File: src/meter_cfg_map.svh
`ifndef METER_CFG_MAP_SVH
`define METER_CFG_MAP_SVH
// configuration word layout (bit positions in the 56-bit word)
`define CFG_WIDTH            56
`define CFG_OSC_TRIM_LSB     48
`define CFG_OSC_TRIM_MSB     49
`define CFG_RATED_MOD_LSB    50
`define CFG_RATED_MOD_MSB    51
`define CFG_EXTRA_GAIN_BIT   52
`define CFG_TAMPER_BIT       53
`define CFG_STEPPER_BIT      54
`define CFG_RESERVED_BIT     55
// mode bit indices
`define MODE_OSC_START       3'h0
`define MODE_PUMP_DRIVE      3'h1
`define MODE_CUR_CHOICE      3'h4
`define MODE_CFG_SOURCE      3'h5
`define MODE_OTP_WRITE       3'h6
// command byte fields
`define CMD_VALUE_BIT        7
`define CMD_MARK             3'h7
`define CMD_SWAP             8'hff
// reset values
`define MODE_RESET           8'h00
`define CFG_RESET            56'h0
// trim and gain encodings
`define TRIM_PLUS10          2'h1
`define TRIM_MINUS10         2'h2
`define EXTRA_GAIN_ON        4'h8
`define EXTRA_GAIN_OFF       4'h0
// stepper pulse widths in microseconds
`define STEP_SHORT_US        31250
`define STEP_LONG_US         156250
`define CLK_MHZ              25
`endif

File: src/meter_cfg_pkg.sv
package meter_cfg_pkg;
  typedef enum logic [1:0] {
    trim_none  = 2'h0,
    trim_plus  = 2'h1,
    trim_minus = 2'h2
  } osc_trim_t;
  // rated voltage constant in units of 1/10000
  typedef logic [15:0] knom_t;
  typedef enum logic [2:0] {
    st_idle    = 3'h1,
    st_active  = 3'h2,
    st_clear   = 3'h4
  } link_state_t;
endpackage

File: src/cfg_field_decode.sv
`timescale 1ns/1ps
`include "meter_cfg_map.svh"
// decodes the upper configuration fields into their meaning
module cfg_field_decode (
  // configuration word
  input  wire logic [`CFG_WIDTH-1:0]    cfg,
  // decoded fields
  output meter_cfg_pkg::osc_trim_t      osc_trim,
  output meter_cfg_pkg::knom_t          rated_knom,
  output logic [3:0]                    extra_gain,
  output logic                          tamper_fine,
  output logic [31:0]                   step_cycles
);
  localparam int unsigned SHORT_CYC = `STEP_SHORT_US * `CLK_MHZ;
  localparam int unsigned LONG_CYC  = `STEP_LONG_US * `CLK_MHZ;
  logic [1:0] trim_raw;
  logic [1:0] mod_raw;
  // highest bit of each field is its msb
  assign trim_raw = cfg[`CFG_OSC_TRIM_MSB:`CFG_OSC_TRIM_LSB]; // RULE6
  assign mod_raw  = cfg[`CFG_RATED_MOD_MSB:`CFG_RATED_MOD_LSB]; // RULE6
  // values 0 and 3 both mean no trim
  always_comb begin
    case (trim_raw)
      `TRIM_PLUS10:  osc_trim = meter_cfg_pkg::trim_plus; // RULE1
      `TRIM_MINUS10: osc_trim = meter_cfg_pkg::trim_minus; // RULE1
      default:       osc_trim = meter_cfg_pkg::trim_none; // RULE1
    endcase
  end
  // rated voltage constants scaled by 10000
  always_comb begin
    case (mod_raw)
      2'h0:    rated_knom = 16'h0e0a; // RULE2
      2'h1:    rated_knom = 16'h0f42; // RULE2
      2'h2:    rated_knom = 16'h107b; // RULE2
      default: rated_knom = 16'h11b3; // RULE2
    endcase
  end
  assign extra_gain  = cfg[`CFG_EXTRA_GAIN_BIT] ? `EXTRA_GAIN_ON : `EXTRA_GAIN_OFF; // RULE3
  assign tamper_fine = cfg[`CFG_TAMPER_BIT]; // RULE4
  assign step_cycles = cfg[`CFG_STEPPER_BIT] ? LONG_CYC : SHORT_CYC; // RULE5
endmodule

File: src/meter_config_and_mode_store.sv
`timescale 1ns/1ps
`include "meter_cfg_map.svh"
// Overview of operation
// (RULE1) two-bit oscillator trim at bits 48-49
// (RULE2) rated voltage modifier at bits 50-51
// (RULE3) bit 52 adds current gain of eight
// (RULE4) bit 53 picks tamper threshold
// (RULE5) bit 54 picks stepper pulse width
// (RULE6) 56 config bits, high bit is msb
// (RULE7) eight mode signals, three for test
// (RULE8) power-on clears modes, remote reset keeps
// (RULE9) command: value bit7, ones 6-4, index 3-1
// (RULE10) mode 0 starts the rc oscillator
// (RULE11) mode 1 turns motor pins into pump
// (RULE12) mode 4 chooses current channel two
// (RULE13) mode 5 sources config from shadow latches
// (RULE14) source select disconnects antifuse sense amps
// (RULE15) mode 6 also writes antifuse elements
// (RULE16) swap command reorders records, not retained
// (RULE17) signal clear acts at select idle, self-clears; code waits for all three link pins high
// (RULE18) while clear pending only swap accepted
// (RULE19) host writes modes by normal serial write
// (RULE20) link active only while select low
// (RULE21) strobe high reads, low writes
// (RULE22) reserved or unknown commands change nothing
// (RULE23) bit 55 stored, has no effect
module meter_config_and_mode_store #(
  parameter int CFG_BITS = `CFG_WIDTH
) (
  // clock and reset
  input  wire logic                 mclk,
  input  wire logic                 reset,
  input  wire logic                 remote_reset,
  // serial link state
  input  wire logic                 serial_select_n,
  input  wire logic                 latch_dir_strobe,
  input  wire logic                 serial_clk,
  // received command byte
  input  wire logic                 cmd_valid,
  input  wire logic [7:0]           cmd_byte,
  // configuration write from the serial engine
  input  wire logic                 cfg_wr,
  input  wire logic [CFG_BITS-1:0]  cfg_wr_data,
  // antifuse contents
  input  wire logic [CFG_BITS-1:0]  antifuse_bits,
  // motor drive inputs from the stepper logic
  input  wire logic                 motor_pos_in,
  input  wire logic                 motor_neg_in,
  // mode outputs
  output logic [7:0]                mode_data_record,
  output logic                      osc_start,
  output logic                      current_input_choice,
  output logic                      cfg_from_shadow,
  output logic                      sense_amp_disconnect,
  output logic                      otp_write_enable,
  output logic                      antifuse_program,
  output logic                      record_swap,
  output logic                      system_signal_clear,
  // motor pins
  output logic                      motor_drive_pos,
  output logic                      motor_drive_neg,
  // configuration
  output logic [CFG_BITS-1:0]       cfg_active,
  output logic [CFG_BITS-1:0]       shadow_bits,
  // decoded fields
  output meter_cfg_pkg::osc_trim_t  osc_trim,
  output meter_cfg_pkg::knom_t      rated_knom,
  output logic [3:0]                extra_gain,
  output logic                      tamper_threshold_sel,
  output logic                      stepper_type_sel,
  output logic [31:0]               step_cycles
);
  logic [7:0]            mode;
  logic                  clear_pending;
  logic                  link_active;
  logic                  write_mode;
  logic                  cmd_ok;
  logic [2:0]            cmd_index;
  logic                  cmd_value;
  logic                  pump_phase;
  logic [7:0]            next_mode;
  logic                  cmd_marked;
  logic                  cmd_is_swap;
  logic                  cmd_reserved;
  logic                  swap_ok;
  logic                  cfg_wr_ok;
  logic                  select_n_q;
  logic                  frame_end;
  logic                  link_idle;
  meter_cfg_pkg::link_state_t state;
  meter_cfg_pkg::link_state_t next_state;

  // link is live only while select is low; write direction when strobe low
  assign link_active = !serial_select_n; // RULE20
  assign write_mode  = link_active && !latch_dir_strobe; // RULE21
  assign cmd_index   = cmd_byte[3:1]; // RULE9
  assign cmd_value   = cmd_byte[`CMD_VALUE_BIT]; // RULE9
  // all three link pins high marks the idle state of the link;
  // a pending clear waits for exactly this, not for select alone
  assign link_idle = serial_select_n && latch_dir_strobe && serial_clk; // RULE20

  // command classification, one flag per concern so each can be traced;
  // index 7 only carries the swap code, every other index 7 byte is dropped
  always_comb begin
    cmd_marked   = (cmd_byte[6:4] == `CMD_MARK); // RULE9
    cmd_is_swap  = (cmd_byte == `CMD_SWAP); // RULE16
    cmd_reserved = 1'b0;
    // bit 0 is a don't care; reserved indices 2 and 3 are dropped
    if (cmd_index == 3'h2) begin
      cmd_reserved = 1'b1; // RULE22
    end else if (cmd_index == 3'h3) begin
      cmd_reserved = 1'b1; // RULE22
    end else if (cmd_index == 3'h7) begin
      cmd_reserved = 1'b1; // RULE22
    end
    // a pending clear shuts out every mode command
    cmd_ok = cmd_valid && write_mode && cmd_marked && !cmd_is_swap &&
             !clear_pending && !cmd_reserved; // RULE18
    // the swap code alone still passes while a clear is pending
    swap_ok = cmd_valid && write_mode && cmd_is_swap; // RULE18
  end

  // configuration writes are frozen while a clear waits, so the
  // host cannot refill the shadow latches, which the clear leaves as they are
  assign cfg_wr_ok = cfg_wr && write_mode && !clear_pending;

  // next mode word: only the addressed bit may move, the
  // reserved test bits never change from here
  always_comb begin
    next_mode = mode;
    if (cmd_ok) begin
      case (cmd_index)
        `MODE_OSC_START: begin
          next_mode[0] = cmd_value; // RULE10
        end
        `MODE_PUMP_DRIVE: begin
          next_mode[1] = cmd_value; // RULE11
        end
        `MODE_CUR_CHOICE: begin
          next_mode[4] = cmd_value; // RULE12
        end
        `MODE_CFG_SOURCE: begin
          next_mode[5] = cmd_value; // RULE13
        end
        `MODE_OTP_WRITE: begin
          next_mode[6] = cmd_value; // RULE15
        end
        default: begin
          next_mode = mode; // RULE22
        end
      endcase
    end
  end

  // select as seen last cycle; resets to the idle level of the pin
  // so that no false frame end follows reset
  always_ff @(posedge mclk) begin
    if (reset) begin
      select_n_q <= 1'b1;
    end else begin
      select_n_q <= serial_select_n;
    end
  end

  // a frame ends on the cycle select returns high
  assign frame_end = serial_select_n && !select_n_q; // RULE20

  // link state: idle, active, or clear, entered once the link is idle
  always_ff @(posedge mclk) begin
    if (reset) begin
      state <= meter_cfg_pkg::st_idle;
    end else begin
      state <= next_state;
    end
  end

  always_comb begin
    next_state = state;
    case (state)
      meter_cfg_pkg::st_idle: begin
        if (link_active) begin
          next_state = meter_cfg_pkg::st_active;
        end
      end
      meter_cfg_pkg::st_active: begin
        if (!link_active) begin
          next_state = meter_cfg_pkg::st_idle;
        end
      end
      meter_cfg_pkg::st_clear: begin
        next_state = meter_cfg_pkg::st_idle;
      end
      default: next_state = meter_cfg_pkg::st_idle;
    endcase
    // pending clear fires once all three link pins are idle high
    if (clear_pending && link_idle) begin
      next_state = meter_cfg_pkg::st_clear; // RULE17
    end
  end

  // mode bits; power-on reset and the clear state clear them, remote reset does not
  always_ff @(posedge mclk) begin
    if (reset) begin
      mode <= `MODE_RESET; // RULE8
    end else if (state == meter_cfg_pkg::st_clear) begin
      mode <= `MODE_RESET; // RULE17
    end else begin
      mode <= next_mode; // RULE7
    end
  end

  // swap is a one-shot flag consumed by the next read; it is not
  // retained, so the host has to resend it before every swapped read
  // remote reset drops it too, since it is not one of the mode bits
  always_ff @(posedge mclk) begin
    if (reset || remote_reset) begin
      record_swap <= 1'b0;
    end else if (swap_ok) begin
      record_swap <= !record_swap; // RULE16
    end else if (frame_end && latch_dir_strobe) begin
      record_swap <= 1'b0; // RULE16
    end
  end

  // shadow latches; write to antifuse too when otp write enabled
  always_ff @(posedge mclk) begin
    if (reset) begin
      shadow_bits <= `CFG_RESET;
    end else if (state == meter_cfg_pkg::st_clear) begin
      shadow_bits[`CFG_RESERVED_BIT] <= shadow_bits[`CFG_RESERVED_BIT]; // RULE23
      shadow_bits[`CFG_STEPPER_BIT]  <= shadow_bits[`CFG_STEPPER_BIT];
    end else if (cfg_wr_ok) begin
      shadow_bits <= cfg_wr_data; // RULE23
    end
  end

  // system signal clear is a flag set by a host config write with command bit 0 high
  always_ff @(posedge mclk) begin
    if (reset) begin
      clear_pending <= 1'b0;
    end else if (state == meter_cfg_pkg::st_clear) begin
      clear_pending <= 1'b0; // RULE17
    end else if (cfg_wr_ok && cmd_byte[0]) begin
      clear_pending <= 1'b1; // RULE17
    end
  end

  // programming pulse to antifuse array
  always_ff @(posedge mclk) begin
    if (reset) begin
      antifuse_program <= 1'b0;
    end else begin
      antifuse_program <= cfg_wr_ok && mode[`MODE_OTP_WRITE]; // RULE15
    end
  end

  // pump phase toggles every clock in pump mode to drive a charge pump, else held low
  always_ff @(posedge mclk) begin
    if (reset) begin
      pump_phase <= 1'b0;
    end else begin
      pump_phase <= mode[`MODE_PUMP_DRIVE] ? !pump_phase : 1'b0;
    end
  end

  // motor pins registered; pump mode overrides stepper drive
  always_ff @(posedge mclk) begin
    if (reset) begin
      motor_drive_pos <= 1'b0;
      motor_drive_neg <= 1'b0;
    end else if (mode[`MODE_PUMP_DRIVE]) begin
      motor_drive_pos <= pump_phase; // RULE11
      motor_drive_neg <= !pump_phase; // RULE11
    end else begin
      motor_drive_pos <= motor_pos_in; // RULE11
      motor_drive_neg <= motor_neg_in;
    end
  end

  // configuration source mux
  always_ff @(posedge mclk) begin
    if (reset) begin
      cfg_active <= `CFG_RESET;
    end else begin
      cfg_active <= mode[`MODE_CFG_SOURCE] ? shadow_bits : antifuse_bits; // RULE13
    end
  end

  // mode outputs; reserved bits 2,3 stay at zero
  always_comb begin
    mode_data_record     = mode; // RULE7
    osc_start            = mode[`MODE_OSC_START]; // RULE10
    current_input_choice = mode[`MODE_CUR_CHOICE]; // RULE12
    otp_write_enable     = mode[`MODE_OTP_WRITE]; // RULE15
  end

  // source select also isolates the sense amps, so the antifuse
  // gates never see the programming voltage while it is high
  always_comb begin
    cfg_from_shadow      = mode[`MODE_CFG_SOURCE]; // RULE13
    sense_amp_disconnect = mode[`MODE_CFG_SOURCE]; // RULE14
  end

  // status and single-bit fields of the live configuration
  always_comb begin
    system_signal_clear  = clear_pending; // RULE17
    tamper_threshold_sel = cfg_active[`CFG_TAMPER_BIT]; // RULE4
    stepper_type_sel     = cfg_active[`CFG_STEPPER_BIT]; // RULE5
  end

  // field decode of the live configuration
  cfg_field_decode u_decode (
    .cfg         (cfg_active),
    .osc_trim    (osc_trim),
    .rated_knom  (rated_knom),
    .extra_gain  (extra_gain),
    .tamper_fine (),
    .step_cycles (step_cycles)
  );
endmodule

File: config.mk
export PLATFORM = sky130hd
export DESIGN_NAME = meter_config_and_mode_store
export DESIGN_NICKNAME = d
export VERILOG_FILES = /design/src/meter_cfg_pkg.sv /design/src/cfg_field_decode.sv /design/src/meter_config_and_mode_store.sv
export VERILOG_INCLUDE_DIRS = /design/src /design/src/src
export SDC_FILE = /design/constraint.sdc
export NUM_CORES = 1
export LEC_CHECK = 0
export BUFFER_PORTS_ARGS = -buffer_cell sky130_fd_sc_hd__clkbuf_2
export CAP_MARGIN = 25
export CORE_AREA = 2 2 123 125
export CTS_CLUSTER_SIZE = 40
export DETAILED_ROUTE_END_ITERATION = 7
export DIE_AREA = 0 0 125 127
export PLACE_DENSITY = 0.75
export SYNTH_ARGS = -nofsm -noshare
export SYNTH_HDL_FRONTEND = slang
export SYNTH_SLANG_ARGS = --single-unit
File: constraint.sdc
create_clock -name mclk -period 1.66 [get_ports mclk]
set_input_delay 0.415 -clock mclk [delete_from_list [all_inputs] [get_ports mclk]]
set_output_delay 0.415 -clock mclk [all_outputs]
set_load 0.01 [all_outputs]
==> key figures <==
Floorplanning
  • Die Ht: 127 um
  • Die width: 125 um
  • Core box area: 14,400 um2
  • Starting Density: 0.394
  • Ports: 316
  • # rows: 44
  • Die area: 15,900 um2

Final layout
  • Most common cell after layout, fill and taps aside: clkbuf_2
  • Commonest non-fill, non-tap cells in the layout: clkbuf_2 (274), dfxtp_1 (123), mux2i_1 (119)
  • Share of cells above drive strength 1: 0.416
  • Nets: 958
  • Fin cells: 1,021
  • P&R area growth vs syn: 37.5%
  • Fillers: 1,299
  • Final instance area: 7810 um2
  • Diode count: 0

Synthesis
  • Ys async rst share: 0
  • Largest cells by area after synthesis: dfxtp_1 (45%), mux2i_1 (21%), nand2b_1 (13%)
  • Synthesized area per cell: 10.1 um2
  • Syn Std Cell Area: 5680 um2
  • Leading area contributor after synthesis: dfxtp_1
  • Synth warnings: 0
  • Post-synth top flop: dfxtp_1
  • Sequential share of the synthesized area: 0.448
  • Post-synth cell types: 35
  • EDFF count, synth: 0
  • Post-synth top area share: 0.448
  • Yosys reg bits: 127
  • Cell count after synthesis: 563

Critical path
  • Worst Setup End Kind: output port
  • Critical path cell sequence: inv_4 > ha_4 > or2_4 > clkbuf_2
  • Crit Path Max Fanout: 4
  • CP max-delay cell: dfxtp_4
  • Critical path class: reg2out
  • Worst Path Required: 1.24 ns
  • Critical Path AT: 1.38 ns
  • CP Launch Type: flip-flop
  • Max incr delay on CP: 0.39 ns

Clock tree
  • CTS Buffer Depth: 2
  • Clk root buf: clkbuf_16
  • Worst-Skew Late Latency: 0.41 ns
  • CTS Sinks: 127
  • TritonCTS Buffers: 17
  • H-tree depth: 4
  • Clock transition at path regs: 0.06 ns
  • Hold-fix buffers, CTS: 0
  • CTS tree: built

Power
  • Max rail drop VDD: 0.000591 V
  • Leak: 3.57 nW
  • Pwr per Cell Area: 1030 nW/um2
  • Pwr Total: 8.05 mW

Global routing
  • Initial antenna violation count: 0
  • Largest net degree at the start of global routing: 76
  • Total GRT Usage: 0.165
  • First-pass GRT wire length: 21,100 um
  • Vias in the first global route: 4,358
  • Global route overflow: 0

Timing
  • Fmax achieved: 557 MHz
  • Slew Viols, Final: 0
  • Final count of hold timing violations: 0
  • Final worst slack: -0.136 ns
  • Final min period: 1.80 ns
  • Setup TNS: -0.964 ns
  • Worst clock skew: 0.00583 ns
  • RSZ-0062 raised after global routing: true
  • Final setup fails: 9
  • Tcrit/Tclk final: 1.08

Placed design
  • Placed Cells: 984
  • RePlAce Congestion: 0.764
  • Placed inst area: 6980 um2
  • HPWL after detailed placement: 9950 um
  • PortBufs: 279

Flow run
  • Maxcap violations: 0

Route
  • Vias: 4,556
  • ANT nets after route: 0
  • Iteration-0 DRC Markers: 212
  • Vias/cell: 4.46
  • Routed len/inst: 13.7 um
  • Remaining routing DRC violations: 0
  • Pre-antenna DRT Iters: 4
  • Total wire length: 14,000 um

Outcome
  • Status: finished, violations left
  • Failing checks: negative setup slack

Worst hold path
  • Hold/Removal Path Class: in2reg
-- registers in the layout (all words and copies together) (netlist names) --
signal               cells
motor_drive_pos          1
shadow_bits             56
system_signal_clear      1
state                    3
record_swap              1
pump_phase               1
cfg_active              56
mode_data_record         5
motor_drive_neg          1
antifuse_program         1
select_n_q               1
-- cell type report --
class | instances | area, um2 | area share
inverter | 4 | 20.0 | 0.00256
sequential | 127 | 2550 | 0.327
timing repair buffer | 297 | 1680 | 0.215
clock inverter | 13 | 188 | 0.0240
tap | 184 | 230 | 0.0295
clock buffer | 19 | 443 | 0.0567
multi-input combinational | 377 | 2700 | 0.345
-- what timing repair did --
action	4_1_cts	5_1_grt
buffers inserted	0	2
gates resized for setup	17	14
gates cloned	0	3
endpoints found under the hold margin	0	0
pin swaps	4	2
endpoints found under the setup margin	10	47
-- Yosys cell counts (2+ instances only) --
library cell / count
nor3_1: 2
buf_2: 5
clkbuf_1: 22
nor2_1: 67
nor3b_1: 2
buf_12: 4
conb_1: 2
nand2b_1: 115
buf_4: 56
mux2i_1: 120
nor2b_1: 2
ha_1: 4
or2_2: 3
nand4_1: 3
nand3_1: 2
dfxtp_1: 127
nand3b_1: 6
inv_1: 4
-- kinds of logic (layout without fill, tap and decap cells) --
kind of cell	after synthesis	count (layout)	share of synthesized area
AND/OR/NAND/NOR	213	213	0.212
AO/OA/AOI/OAI	3	3	0.00375
multiplexers	120	120	0.211
flip-flops	127	127	0.448
other	2	36	0.00132
adder cells (fa/ha/maj)	4	4	0.00881
XOR/XNOR	1	1	0.00154
buffers and inverters	93	333	0.113
-- per-layer routing --
metal | track usage | up-vias | part of all wire | routed length, um
met4 | 0.0621 | 0 | 0.018 | 252
met1 | 0.190 | 2061 | 0.41 | 5750
li1 | - | 2276 | - | -
met2 | 0.283 | 198 | 0.50 | 6940
met5 | 0 | - | 0 | 0
met3 | 0.0586 | 21 | 0.076 | 1060
-- report_power, final --
group          total, mW  leakage (nW)  internal (mW)  switching (mW)
Clock               3.95         0.300           2.56            1.39
Combinational      0.853          2.22          0.429           0.423
Sequential          3.25          1.05           3.18          0.0737
Total               8.05          3.57           6.16            1.89
-- per-stage QoR --
stage	setup slack [ns]	utilization	hold slack, ns
6_report	-0.136	0.541	0.234
5_1_grt	-0.190	0.541	0.225
4_1_cts	-0.136	0.532	0.218
3_5_place_dp	-0.189	0.484	0.441
3_3_place_gp	-0.118	0.484	0.436
2_1_floorplan	0.0450	-	0.410
-- critical path: cells and delay by family (launching register included) --
family | cells | cell delay [ns]
flip-flops | 1 | 0.39
AND/OR/NAND/NOR | 1 | 0.24
buffers and inverters | 2 | 0.19
adder cells (fa/ha/maj) | 1 | 0.15
-- path summary, 6_finish.rpt --
path / startpoint / slack [ns] / end / depth (start not counted)
max: cfg_active[50]$_SDFF_PP0_ / -0.14 / rated_knom[0] / 4
min: antifuse_bits[5] / 0.23 / cfg_active[5]$_SDFF_PP0_ / 3
max reg2reg: system_signal_clear$_SDFFE_PP0P_ / 0.03 / mode_data_record[4]$_SDFFE_PP0P_ / 5
min reg2reg: state[2]$_SDFFE_PP0P_ / 0.45 / state[1]$_SDFFE_PP0P_ / 1
No activity file was read; power rests on OpenSTA's default activity.
